File: src/rtl/pcr_pkg.sv
package pcr_pkg;

  // platform:reference ratio codes
  localparam logic [2:0] PCR_PLAT_4  = 3'h0;
  localparam logic [2:0] PCR_PLAT_5  = 3'h1;
  localparam logic [2:0] PCR_PLAT_6  = 3'h2;
  localparam logic [2:0] PCR_PLAT_8  = 3'h3;
  localparam logic [2:0] PCR_PLAT_10 = 3'h4;
  localparam logic [2:0] PCR_PLAT_12 = 3'h5;

  // core:platform ratio codes, ratio in halves
  localparam logic [2:0] PCR_CORE_3_2 = 3'h3;
  localparam logic [2:0] PCR_CORE_2_1 = 3'h4;
  localparam logic [2:0] PCR_CORE_5_2 = 3'h5;
  localparam logic [2:0] PCR_CORE_3_1 = 3'h6;
  localparam logic [2:0] PCR_CORE_7_2 = 3'h7;

  // reset values of the decoded settings
  localparam logic [3:0] PCR_RST_PLAT_MULT = 4'h0;
  localparam logic [3:0] PCR_RST_CORE_HALF = 4'h0;

  // straps must settle this many ns after power-on reset before they are taken
  localparam int unsigned PCR_POR_SETTLE_NS = 1000;
  localparam int unsigned PCR_CLK_NS        = 100;
  localparam logic [4:0]  PCR_SETTLE_CYC    =
    5'((PCR_POR_SETTLE_NS + PCR_CLK_NS - 1) / PCR_CLK_NS);

  typedef struct packed {
    logic [2:0] bus_address_ratio_strap;
    logic       bus_control_strap;
    logic       address_latch_strap;
    logic       output_enable_strap;
    logic       core1_ratio_strap_hi;
    logic [1:0] core1_ratio_strap_lo;
    logic       mem_async_strap;
    logic       enet2_tx_data_bit5;
  } pcr_straps_t;

  typedef struct packed {
    logic [3:0] plat_mult;
    logic       plat_valid;
    logic [3:0] core0_half;
    logic       core0_valid;
    logic [3:0] core1_half;
    logic       core1_valid;
    logic       mem_async;
    logic       serial_block1_pd;
  } pcr_cfg_t;

endpackage

File: src/rtl/pcr_core_decode.sv
`timescale 1ns/1ps
`default_nettype none
module pcr_core_decode
  import pcr_pkg::*;
(
  // strap code
  input  wire logic [2:0] code,
  // ratio in halves
  output logic       [3:0] half,
  output logic             valid
);
  always_comb
  begin
    valid = 1'b1;
    case (code)
      PCR_CORE_3_2: half = 4'h3;
      PCR_CORE_2_1: half = 4'h4;
      PCR_CORE_5_2: half = 4'h5;
      PCR_CORE_3_1: half = 4'h6;
      PCR_CORE_7_2: half = 4'h7;
      default:
      begin
        // low codes are reserved; board must not present them (the board model keeps them off core 0 only; core 1 can still see them)
        half  = 4'h0;
        valid = 1'b0;
      end
    endcase
  end
endmodule
`default_nettype wire

File: src/rtl/pcr_straps.sv
`timescale 1ns/1ps
`default_nettype none
module pcr_straps
  import pcr_pkg::*;
(
  // clock and reset
  input  wire logic        core_clk,
  input  wire logic        sys_rst,
  // strap pins
  input  wire pcr_straps_t strap_pins,
  // decoded configuration
  output pcr_cfg_t         cfg,
  output logic             cfg_done,
  output logic             mem_clk_sel_pll,
  output logic             platform_bus_clock_sel
);
  typedef enum logic [1:0] {PCR_IDLE, PCR_SETTLE, PCR_HOLD} pcr_state_t;

  pcr_straps_t strap_meta;
  pcr_straps_t strap_sync;
  pcr_state_t  state;
  pcr_state_t  next_state;
  logic [4:0]  cnt;
  logic [4:0]  next_cnt;
  pcr_cfg_t    next_cfg;
  pcr_cfg_t    dec_cfg;
  logic [2:0]  core0_code;
  logic [2:0]  core1_code;
  // per-core decoder results, gathered into dec_cfg by one process
  logic [3:0]  core0_half;
  logic        core0_valid;
  logic [3:0]  core1_half;
  logic        core1_valid;
  logic        latch_now;

  function automatic logic [4:0] plat_mult_of(input logic [2:0] c);
    case (c)
      PCR_PLAT_4:  plat_mult_of = 5'h14;
      PCR_PLAT_5:  plat_mult_of = 5'h15;
      PCR_PLAT_6:  plat_mult_of = 5'h16;
      PCR_PLAT_8:  plat_mult_of = 5'h18;
      PCR_PLAT_10: plat_mult_of = 5'h1a;
      PCR_PLAT_12: plat_mult_of = 5'h1c;
      default:     plat_mult_of = 5'h00;
    endcase
  endfunction

  // pins are asynchronous to core_clk
  always_ff @(posedge core_clk)
  begin
    if (sys_rst)
    begin
      strap_meta <= '0;
      strap_sync <= '0;
    end
    else
    begin
      strap_meta <= strap_pins;
      strap_sync <= strap_meta;
    end
  end

  assign core0_code = {strap_sync.bus_control_strap, strap_sync.address_latch_strap,
                       strap_sync.output_enable_strap};
  assign core1_code = {strap_sync.core1_ratio_strap_hi, strap_sync.core1_ratio_strap_lo};

  pcr_core_decode u_core0 (
    .code  (core0_code),
    .half  (core0_half),
    .valid (core0_valid)
  );

  pcr_core_decode u_core1 (
    .code  (core1_code),
    .half  (core1_half),
    .valid (core1_valid)
  );

  always_comb
  begin
    logic [4:0] pm;
    pm = plat_mult_of(strap_sync.bus_address_ratio_strap);
    dec_cfg.plat_mult        = pm[3:0];
    dec_cfg.plat_valid       = pm[4];
    dec_cfg.mem_async        = strap_sync.mem_async_strap;
    dec_cfg.serial_block1_pd = ~strap_sync.enet2_tx_data_bit5;
    dec_cfg.core0_half       = core0_half;
    dec_cfg.core0_valid      = core0_valid;
    dec_cfg.core1_half       = core1_half;
    dec_cfg.core1_valid      = core1_valid;
  end

  // sample only after the synchroniser has filled with settled levels
  always_comb
  begin
    next_state = state;
    next_cnt   = cnt;
    next_cfg   = cfg;
    case (state)
      PCR_IDLE:
      begin
        next_state = PCR_SETTLE;
        next_cnt   = '0;
      end
      PCR_SETTLE:
      begin
        next_cnt = cnt + 5'h01;
        if (cnt == PCR_SETTLE_CYC - 5'h01)
        begin
          next_cfg   = dec_cfg;
          next_state = PCR_HOLD;
        end
      end
      PCR_HOLD:
      begin
        next_cfg = cfg;
      end
      default:
      begin
        next_state = PCR_IDLE;
      end
    endcase
  end

  always_ff @(posedge core_clk)
  begin
    if (sys_rst)
    begin
      state <= PCR_IDLE;
      cnt   <= '0;
      cfg   <= '{plat_mult: PCR_RST_PLAT_MULT, core0_half: PCR_RST_CORE_HALF,
                 core1_half: PCR_RST_CORE_HALF, default: 1'b0};
    end
    else
    begin
      state <= next_state;
      cnt   <= next_cnt;
      cfg   <= next_cfg;
    end
  end

  assign cfg_done = (state == PCR_HOLD);
  // one-cycle strobe at the edge where the decoded straps are taken
  assign latch_now = (state == PCR_SETTLE) && (next_state == PCR_HOLD);
  // memory clock mux: pll on memory reference when async
  assign mem_clk_sel_pll = cfg.mem_async;
  // platform clock doubles as core complex bus clock; no separate select exists
  assign platform_bus_clock_sel = 1'b1;

  cfg_frozen_a: assert property (@(posedge core_clk) disable iff (sys_rst)
    $past(cfg_done) |-> $stable(cfg))
    else $error("configuration changed after latch");

  core0_map_a: assert property (@(posedge core_clk) disable iff (sys_rst)
    (state == PCR_SETTLE && next_state == PCR_HOLD && core0_code == 3'h5)
    |=> (cfg.core0_half == 4'h5 && cfg.core0_valid))
    else $error("core0 5:2 decode wrong");

  plat_map_a: assert property (@(posedge core_clk) disable iff (sys_rst)
    (state == PCR_SETTLE && next_state == PCR_HOLD
     && strap_sync.bus_address_ratio_strap == 3'h3)
    |=> (cfg.plat_mult == 4'h8 && cfg.plat_valid))
    else $error("platform 8:1 decode wrong");

  plat_rsvd_a: assert property (@(posedge core_clk) disable iff (sys_rst)
    (latch_now && strap_sync.bus_address_ratio_strap >= 3'h6)
    |=> (!cfg.plat_valid && cfg.plat_mult == 4'h0))
    else $error("reserved platform code marked valid");

  serdes_pd_a: assert property (@(posedge core_clk) disable iff (sys_rst)
    (state == PCR_SETTLE && next_state == PCR_HOLD && !strap_sync.enet2_tx_data_bit5)
    |=> cfg.serial_block1_pd)
    else $error("serial block not powered down");

  mem_sel_a: assert property (@(posedge core_clk) disable iff (sys_rst)
    latch_now |=> (mem_clk_sel_pll == $past(strap_sync.mem_async_strap)))
    else $error("memory clock select mismatch");

  done_time_a: assert property (@(posedge core_clk)
    $fell(sys_rst) |-> ##[1:24] cfg_done)
    else $error("straps not latched in time");

  core1_indep_a: assert property (@(posedge core_clk) disable iff (sys_rst)
    (state == PCR_SETTLE && next_state == PCR_HOLD && core1_code == 3'h7)
    |=> cfg.core1_half == 4'h7)
    else $error("core1 decode not independent");

  // reserved codes must come out as invalid and zero
  core1_rsvd_a: assert property (@(posedge core_clk) disable iff (sys_rst)
    (latch_now && core1_code < 3'h3) |=> (!cfg.core1_valid && cfg.core1_half == 4'h0))
    else $error("reserved core1 code marked valid");

  core0_low_a: assert property (@(posedge core_clk) disable iff (sys_rst)
    (latch_now && core0_code == 3'h3) |=> (cfg.core0_half == 4'h3 && cfg.core0_valid))
    else $error("core0 3:2 decode wrong");

  plat_low_a: assert property (@(posedge core_clk) disable iff (sys_rst)
    (latch_now && strap_sync.bus_address_ratio_strap == 3'h0)
    |=> (cfg.plat_mult == 4'h4 && cfg.plat_valid))
    else $error("platform 4:1 decode wrong");

  plat_top_a: assert property (@(posedge core_clk) disable iff (sys_rst)
    (latch_now && strap_sync.bus_address_ratio_strap == 3'h5)
    |=> (cfg.plat_mult == 4'hc && cfg.plat_valid))
    else $error("platform 12:1 decode wrong");

  serdes_on_a: assert property (@(posedge core_clk) disable iff (sys_rst)
    (latch_now && strap_sync.enet2_tx_data_bit5) |=> !cfg.serial_block1_pd)
    else $error("serial block powered down while enabled");

  done_hold_a: assert property (@(posedge core_clk) disable iff (sys_rst)
    cfg_done |=> cfg_done)
    else $error("configuration latch dropped");

  // levels from before the synchroniser filled must never be taken
  done_early_a: assert property (@(posedge core_clk) disable iff (sys_rst)
    $fell(sys_rst) |-> (!cfg_done) [*8])
    else $error("straps latched before settling");

endmodule
`default_nettype wire

File: config.mk
export PLATFORM = sky130hd
export DESIGN_NAME = pcr_straps
export DESIGN_NICKNAME = d
export VERILOG_FILES = /design/src/rtl/pcr_pkg.sv /design/src/rtl/pcr_core_decode.sv /design/src/rtl/pcr_straps.sv
export SDC_FILE = /design/constraint.sdc
export NUM_CORES = 1
export LEC_CHECK = 0
export ABC_AREA = 1
export BUFFER_PORTS_ARGS = -buffer_cell sky130_fd_sc_hd__buf_2
export CORE_MARGIN = 8
export CORE_UTILIZATION = 48
export CTS_CLUSTER_SIZE = 16
export DETAILED_ROUTE_END_ITERATION = 12
export PLACE_DENSITY = 0.71
export SLEW_MARGIN = 20
export SYNTH_ARGS = -nofsm -noshare
export SYNTH_HDL_FRONTEND = slang
export SYNTH_SLANG_ARGS = --single-unit
File: constraint.sdc
create_clock -name core_clk -period 1.5 [get_ports core_clk]
set_input_delay 0.15 -clock core_clk [delete_from_list [all_inputs] [get_ports core_clk]]
set_output_delay 0.15 -clock core_clk [all_outputs]
set_load 0.005 [all_outputs]
## Word level (Yosys, flattened, before mapping)

Cells that the tools add are included.
Widths: inputs -> output; s select.

| cells by class | value |
|---|---|
| bitwise gates (word level) | 2 |
| $add $sub $neg | 1 |
| muxes and demuxes | 8 |
| reductions and logical operators | 7 |
| equality and inequality tests | 19 |

Operators with widths:

| kind | number |
|---|---|
| $eq 3x3->1 const B | 10 |
| $pmux 3 s5 | 2 |
| $pmux 5 s6 | 1 |
| $eq 3x2->1 const B | 4 |
| $pmux 5 s2 | 1 |
| $reduce_or 5->1 | 2 |
| $pmux 2 s3 | 1 |
| $add 5x1->5 const B | 1 |
| $eq 5x4->1 const B | 1 |
| $reduce_and 2->1 | 2 |
| $eq 3x1->1 const B | 1 |
| $logic_not 3->1 | 1 |
| $eq 2x1->1 const B | 1 |
| $eq 2x2->1 const B | 1 |
| $logic_not 2->1 | 1 |
| $mux 1 | 2 |
| $mux 2 | 1 |
| $ne 2x2->1 const B | 1 |
| $not 1->1 | 2 |
| $reduce_bool 2->1 | 1 |

| word-level totals | value |
|---|---|
| flip-flop bits (word level) | 46 |
| word-level logic and storage cells | 63 |
| output and inout bits | 20 |

## Logic depth before layout (Yosys ltp)

Gate-level depths: netlist of run 1.

| logic depth | value |
|---|---|
| depth after elaboration | 3 |
| depth in mapped cells | 9 |

## Modules after synthesis

From an unflattened synthesis of run 1, not the netlist that was laid out.

| second synthesis, totals | value |
|---|---|
| cell total of the unflattened synthesis | 266 |
| area total of the unflattened synthesis | 1845.5 um^2 |

Modules (own cells, without submodules):

| module | area each (um^2) | seq. area each (um^2) | cells each | times used |
|---|---|---|---|---|
| pcr_straps | 1747.9 | 920.9 | 242 | 1 |
| pcr_core_decode | 48.8 | 0.0 | 12 | 2 |

## Worst setup path after synthesis of run 1

No wires, ideal clock.

| timing path | value |
|---|---|
| path type | register to register |
| from | register cnt[0] |
| to | register cfg, in the netlist mem_clk_sel_pll |
| arrival time | 1.132 ns |
| stages on the path, launching flop included | 8 |
| setup time | 0.123 ns |
| path slack | 0.246 ns |
| path through | dfxtp_1 -> ha_1 -> nand2_1 -> inv_1 -> nand3_1 -> buf_4 -> nand2_1 -> a21oi_2 |

| between the ends | value |
|---|---|
| word-level cells in the longest chain between the ends | 2 |

RTL lines:

| item | RTL line | RTL |
|---|---|---|
| start, declared | pcr_straps.sv:23 | `logic [4:0] cnt;` |
| start signal, assigned | pcr_straps.sv:137 | `cnt <= next_cnt;` |
| $eq 5x4->1 | pcr_straps.sv:108 | `if (cnt == PCR_SETTLE_CYC - 5'h01)` |
| $reduce_and 2->1 (no source line) | n/a |  |
| end signal, assigned | pcr_straps.sv:131 | `cfg <= '{plat_mult: PCR_RST_PLAT_MULT, core0_half: PCR_RST_CORE_HALF,` |
| end signal, assigned | pcr_straps.sv:138 | `cfg <= next_cfg;` |
| end, declared | pcr_straps.sv:12 | `output pcr_cfg_t cfg,` |

No other way between the ends.
A chain may end at the register's enable or synchronous reset.

## Worst setup path after layout of run 1

| timing path | value |
|---|---|
| from | register state[1] |
| to | output cfg_done |

| between the ends | value |
|---|---|
| word-level cells in the longest chain between the ends | 1 |

RTL lines:

| item | RTL line | RTL |
|---|---|---|
| start, declared | pcr_straps.sv:21 | `pcr_state_t state;` |
| start signal, assigned | pcr_straps.sv:136 | `state <= next_state;` |
| $eq 2x2->1 | pcr_straps.sv:142 | `assign cfg_done = (state == PCR_HOLD);` |
| end, declared | pcr_straps.sv:13 | `output logic cfg_done,` |

No other way between the ends.

==> results of run 1 <==
[worst max-delay path, cell delays in order, from the launching register on]
cell     delay [ns]
dfxtp_1        0.40
inv_1          0.14
nor2_1         0.15
buf_2          0.13
[logic make-up (layout without fill, tap and decap cells)]
| family | Yosys count | in the layout | synth area share (%) |
|---|---|---|---|
| buffers and inverters | 51 | 94 | 13.3 |
| and+or+nand+nor | 76 | 76 | 20.9 |
| other | 2 | 3 | 0.445 |
| xor gates and xnor gates | 1 | 1 | 0.519 |
| DFF | 44 | 44 | 52.2 |
| AOI/OAI and AO/OA | 30 | 30 | 11.2 |
| adders and majority gates | 2 | 2 | 1.48 |
[cell type report]
type                            instances  area (um2)
Timing Repair Buffer                   45         293
Clock inverter                          1        7.51
Multi-Input combinational cell        112         587
Fill cell                             318        1330
Sequential cell                        44         881
Clock buffer                            7        55.1
Inverter                               41         154
Tap cell                               46        57.6
[cell usage after synthesis]
cell and n:
nand2_1 25, conb_1 2, o211ai_1 1, a21oi_1 13, nand2_2 8, nand4_1 1
o21a_1 1, o21ai_0 5, inv_1 39, inv_2 2, dfxtp_1 44, nor2_1 31
nand2_4 1, nor3_1 3, nor3b_1 1, buf_4 5, a21oi_2 8, nor2_2 1
buf_8 1, nor2_8 1, buf_2 2, o22ai_1 1, a211oi_1 1, xor2_1 1
nor2_4 1, buf_1 2, ha_1 2, nand3_1 3
[how the worst max path moves through the flow]
stage,from,endpoint
finish,state[1]$_SDFFE_PP0P_,cfg_done
CTS,state[1]$_SDFFE_PP0P_,cfg_done
global route,cnt[1]$_SDFFE_PP0P_,cfg[3]$_SDFFE_PP0P_
detailed placement,cnt[1]$_SDFFE_PP0P_,cfg[15]$_SDFFE_PP0P_
floorplan,cnt[0]$_SDFFE_PP0P_,mem_clk_sel_pll$_SDFFE_PP0P_
global placement,cnt[1]$_SDFFE_PP0P_,cfg[3]$_SDFFE_PP0P_
[sequential cells by signal, summed over array words and instances, names as in the netlist]
| signal | count |
|---|---|
| cfg | 14 |
| core1_code | 3 |
| strap_sync | 4 |
| strap_meta | 11 |
| cnt | 5 |
| core0_code | 3 |
| dec_cfg | 1 |
| state | 2 |
| mem_clk_sel_pll | 1 |
[what timing repair did]
| item | CTS | global route |
|---|---|---|
| endpoints found under the setup margin | 0 | 0 |
| hold endpoints to repair | 11 | 0 |
| hold buffers | 11 | 0 |
| setup buffers | 0 | 0 |
[stage by stage]
stage / setup slack, ns / area (um2) / hold WS [ns] / power, uW
final: 0.194 / 2030 / 0.117 / 1920
after global routing: 0.0991 / 2030 / 0.139 / 2020
after CTS: 0.170 / 2030 / 0.120 / 1940
after detailed placement: 0.222 / 1860 / 0.357 / 1340
after global placement: 0.242 / 1860 / 0.348 / 1340
after floorplan: 0.246 / 1690 / 0.257 / 1310
[power breakdown]
| part | switching [uW] | leakage, uW | internal, uW | total, uW |
|---|---|---|---|---|
| sequential | 13.6 | 0.000360 | 1200 | 1210 |
| clock | 354 | 0.0000315 | 230 | 583 |
| combinational | 64.9 | 0.000533 | 58.0 | 123 |
| total | 432 | 0.000925 | 1490 | 1920 |
[per-layer routing]
layer,vias to the layer above,GRT usage (%),routed length [um]
li1,696,-,-
met1,552,13.2,1350
met2,26,19.2,1340
met3,7,5.26,203
met4,0,3.84,32
met5,-,0,0
==> out/qor.yml, run 1 <==
final_layout:
  antennaDiodeCount: 0
  layout-drive-gt1-share_pct: 25.2
  stdcell_count: 296
  syn2layout_area_growth_pct: 20.5
  final_common_cell: "dfxtp_1"
  final_util_pct: 60.5
  num-nets-final: 264
  final_cell_mix: "dfxtp_1 (44), inv_1 (39), nor2_1 (31), buf_2 (29), nand2_1 (25)"
sta:
  skew_ns: 0.00626
  finalMaxSlewViolations: 0
  final-hold-violation-count: 0
  fmax_mhz: 766
  fin_setup_tns_ns: 0
  setup_viol: 0
  rsz0062_at_grt: "no"
  post-route-min-period_ns: 1.31
  fin_crit_sh_pct: 87.1
synthesis:
  synth_area_leaders: "dfxtp_1 (52%), inv_1 (8.7%), nor2_1 (6.9%)"
  synthesis.instances: 206
  synth_area_per_cell_um2: 8.19
  yosysWarningCount: 0
  yosysSeqAreaShare_pct: 52.2
  netlist_area_mm2: 0.00169
  ys_types: 28
  synth_top_area_cell: "dfxtp_1"
  synth_top_area_share_pct: 52.2
  ys_ff_latch: 44
global_route:
  globalRoute.totalOverflow: 0
  grt_pass1_vias: 1220
  antenna_found_initial: 0
  grt_usage_pct: 11.7
  grt_max_degree: 22
  grt_pass1_wl_um: 5090
hold_path:
  worst_hold_startpoint: "sys_rst"
  min_path_cells: 4
  hold_path_class: "in2reg"
  min_to: "cfg[0]$_SDFFE_PP0P_"
detailed_routing:
  viasPerCell: 4.33
  first_pass_iters: 4
  ant_nets: 0
  drt_iter0_markers: 58
  wl_um: 2920
  wire_per_inst_um: 9.86
  vias: 1281
  drc: 0
clocking:
  cts_buffers: 5
  cts_max_level: 2
  clk_latency_ns: 0.34
  clk_pin_slew_ns: 0.12
  cts-root-buf: "clkbuf_4"
  cts_buffer_depth: 2
  clock_sinks: 44
  tritoncts: "built"
  cts_resized: 0
die:
  io_pins: 33
  core_mm2: 0.00336
  die_area_mm2: 0.00567
  die_x_um: 75.3
  num_rows: 21
  fp.dieH_um: 75.3
  start_util_pct: 50.2
run:
  maxCapViolations: 0
setup_path:
  critPathMaxFanout: 7
  worstSetupPathType: "reg2out"
  critPathCaptureType: "output pin"
  cp-start-kind: "register"
  r2r_cells: 8
  cp.required_ns: 1.35
  r2r_setup_slack_ns: 0.21
  arrival_ns: 1.16
  worstReg2RegStart: "cnt[1]$_SDFFE_PP0P_"
  rr_endpoint: "cfg[15]$_SDFFE_PP0P_"
placed_design:
  portBuffers: 29
  hpwl_um: 2100
  place.gp.congestion: 0.807
  dp.cells: 277
power_and_ir_drop:
  leakage_uw: 0.000925
  ir_worst_vdd_v: 0.000565
  p_per_area_mw_per_mm2: 944
status:
  status: "finished clean"
Power figures use the tool's default switching activity.
==> run 2: changes to the inputs <==
REMOVE_ABC_BUFFERS = 1   (was not set)
==> run 2 against run 1 <==
Maximum frequency decreased by 3.3%. Register-to-register slack got worse by 0.03 ns. Critical path type unchanged. Largest cell class unchanged. Final cell count decreased by 0.34%. Count of clock-buffer cells in the layout decreased by 1. Hold slack improved by 0.020 ns. Sequential share of layout area decreased by 0.13 points. Power increased by 6.1%.
==> out/qor.yml, run 2 (synthesis gave the netlist of run 1 again) <==
status:
  status: "finished clean"  # unchanged
hold_path:
  hold_path_class: "in2reg"  # unchanged
  worst_hold_startpoint: "sys_rst"  # unchanged
  min_to: "cfg[0]$_SDFFE_PP0P_"  # unchanged
  min_path_cells: 4  # unchanged
clocking:
  cts_buffer_depth: 2  # unchanged
  cts_setup_buffers: 0  # unchanged
  clk_latency_ns: 0.34  # about the same
  cts-root-buf: "clkbuf_4"  # unchanged
  cts_max_level: 2  # unchanged
  cts_buffers: 5  # unchanged
  clk_pin_slew_ns: 0.12  # about the same
  tritoncts: "built"  # unchanged
  clock_sinks: 44  # unchanged
sta:
  setup_viol: 0  # unchanged
  finalMaxSlewViolations: 0  # unchanged
  final-hold-violation-count: 0  # unchanged
  fin_setup_tns_ns: 0  # unchanged
  fin_crit_sh_pct: 90.0  # was 87.1%
  post-route-min-period_ns: 1.35  # was 1.31 ns
  fmax_mhz: 740  # was 766 MHz
  skew_ns: 0.00492  # was 0.00626 ns
  rsz0062_at_grt: "no"  # unchanged
die:
  fp.dieH_um: 75.3  # unchanged
  start_util_pct: 50.2  # unchanged
  core_mm2: 0.00336  # unchanged
  io_pins: 33  # unchanged
  die_x_um: 75.3  # unchanged
  die_area_mm2: 0.00567  # unchanged
  num_rows: 21  # unchanged
placed_design:
  portBuffers: 29  # unchanged
  hpwl_um: 2060  # was 2100 um
  place.gp.congestion: 0.778  # was 0.807
  dp.cells: 276  # was 277
setup_path:
  critPathCaptureType: "output pin"  # unchanged
  cp.required_ns: 1.35  # about the same
  worstSetupPathType: "reg2out"  # unchanged
  r2r_cells: 7  # was 8
  rr_endpoint: "cfg[3]$_SDFFE_PP0P_"  # was cfg[15]$_SDFFE_PP0P_
  r2r_setup_slack_ns: 0.18  # was 0.21 ns
  arrival_ns: 1.20  # was 1.16 ns
  worstReg2RegStart: "cnt[0]$_SDFFE_PP0P_"  # was cnt[1]$_SDFFE_PP0P_
  critPathMaxFanout: 7  # unchanged
  cp-start-kind: "register"  # unchanged
power_and_ir_drop:
  ir_worst_vdd_v: 0.000680  # was 0.000565 V
  leakage_uw: 0.000930  # was 0.000925 uW
  p_per_area_mw_per_mm2: 998  # was 944 mW/mm2
global_route:
  grt_max_degree: 23  # was 22
  grt_usage_pct: 11.8  # was 11.7%
  grt_pass1_vias: 1224  # was 1220
  grt_pass1_wl_um: 5050  # was 5090 um
  globalRoute.totalOverflow: 0  # unchanged
  antenna_found_initial: 0  # unchanged
detailed_routing:
  wire_per_inst_um: 9.80  # was 9.86 um
  wl_um: 2890  # was 2920 um
  vias: 1293  # was 1281
  first_pass_iters: 4  # unchanged
  viasPerCell: 4.38  # was 4.33
  ant_nets: 0  # unchanged
  drt_iter0_markers: 37  # was 58
  drc: 0  # unchanged
final_layout:
  fillCellCount: 329  # was 318
  stdcell_count: 295  # was 296
  top_register: "cfg"  # unchanged
  final_util_pct: 60.7  # was 60.5%
  largest_registers: "cfg x14, strap_meta x11, cnt x5"  # unchanged
  syn2layout_area_growth_pct: 20.9  # was 20.5%
  num-nets-final: 263  # was 264
  largest_reg_flops: 14  # unchanged
  final_common_cell: "dfxtp_1"  # unchanged
  antennaDiodeCount: 0  # unchanged
  layout-drive-gt1-share_pct: 24.9  # was 25.2%
  final_cell_mix: "dfxtp_1 (44), inv_1 (39), nor2_1 (31), buf_2 (29), nand2_1 (25)"  # unchanged
run:
  maxCapViolations: 0  # unchanged
==> run 2: changes by cell type in the layout (fill, tap and decap cells not counted) <==
cell / previous run / this run
bufinv_16: 0 / 1
clkinvlp_4: 1 / 0
buf_4: 5 / 4
clkinv_2: 0 / 1
clkbuf_8: 1 / 0
==> run 2: critical path, cell delays in order, from the launching register on <==
cell	delay [ns]
dfxtp_1	0.40
inv_1	0.14
nor2_1	0.17
buf_2	0.14
==> run 2: final cells by class <==
type | count | area [um2] | share of cell area, %
inverter | 41 | 154 | 7.54
timing repair buffer | 44 | 285 | 14.0
clock buffer | 6 | 41.3 | 2.02
multi-input combinational | 112 | 587 | 28.8
sequential | 44 | 881 | 43.2
tap | 46 | 57.6 | 2.82
clock inverter | 2 | 35.0 | 1.72
==> run 2: what timing repair did <==
action                    in CTS  in global routing
hold endpoints to repair      11                  0
gates resized for setup        0                  0
hold buffers                  11                  0
==> run 2: where the power goes <==
| part | switching, uW | internal, uW |
|---|---|---|
| clock network | 354 | 350 |
| registers | 14.7 | 1200 |
| logic | 62.5 | 55.5 |
==> run 2: worst max-delay path by stage <==
stage / slack (ns) / cells past startpoint / startpoint / endpoint
floorplan: 0.20 / 7 / cnt[0]$_SDFFE_PP0P_ / cfg[0]$_SDFFE_PP0P_
global placement: 0.21 / 7 / cnt[0]$_SDFFE_PP0P_ / cfg[3]$_SDFFE_PP0P_
detailed placement: 0.18 / 7 / cnt[0]$_SDFFE_PP0P_ / cfg[9]$_SDFFE_PP0P_
CTS: 0.12 / 3 / state[1]$_SDFFE_PP0P_ / cfg_done
global route: 0.03 / 7 / cnt[0]$_SDFFE_PP0P_ / cfg[14]$_SDFFE_PP0P_
finish: 0.15 / 3 / state[1]$_SDFFE_PP0P_ / cfg_done
==> run 2: metal layers <==
layer	GRT usage [%]	vias to the layer above	part of all wire (%)
li1	-	699	-
met1	12.9	562	44
met5	0	-	0
met3	5.92	5	6.9
met2	18.9	27	47
met4	5.12	0	1.3
==> run 2: metrics by stage <==
step	hold slack (ns)	instance area (um2)	total power, uW	setup slack [ns]
finish	0.136	2040	2040	0.149
global route	0.136	2040	2140	0.0345
CTS	0.124	2040	2070	0.122
detailed placement	0.355	1850	1340	0.175
global placement	0.348	1850	1340	0.209
floorplan	0.212	1620	1290	0.202
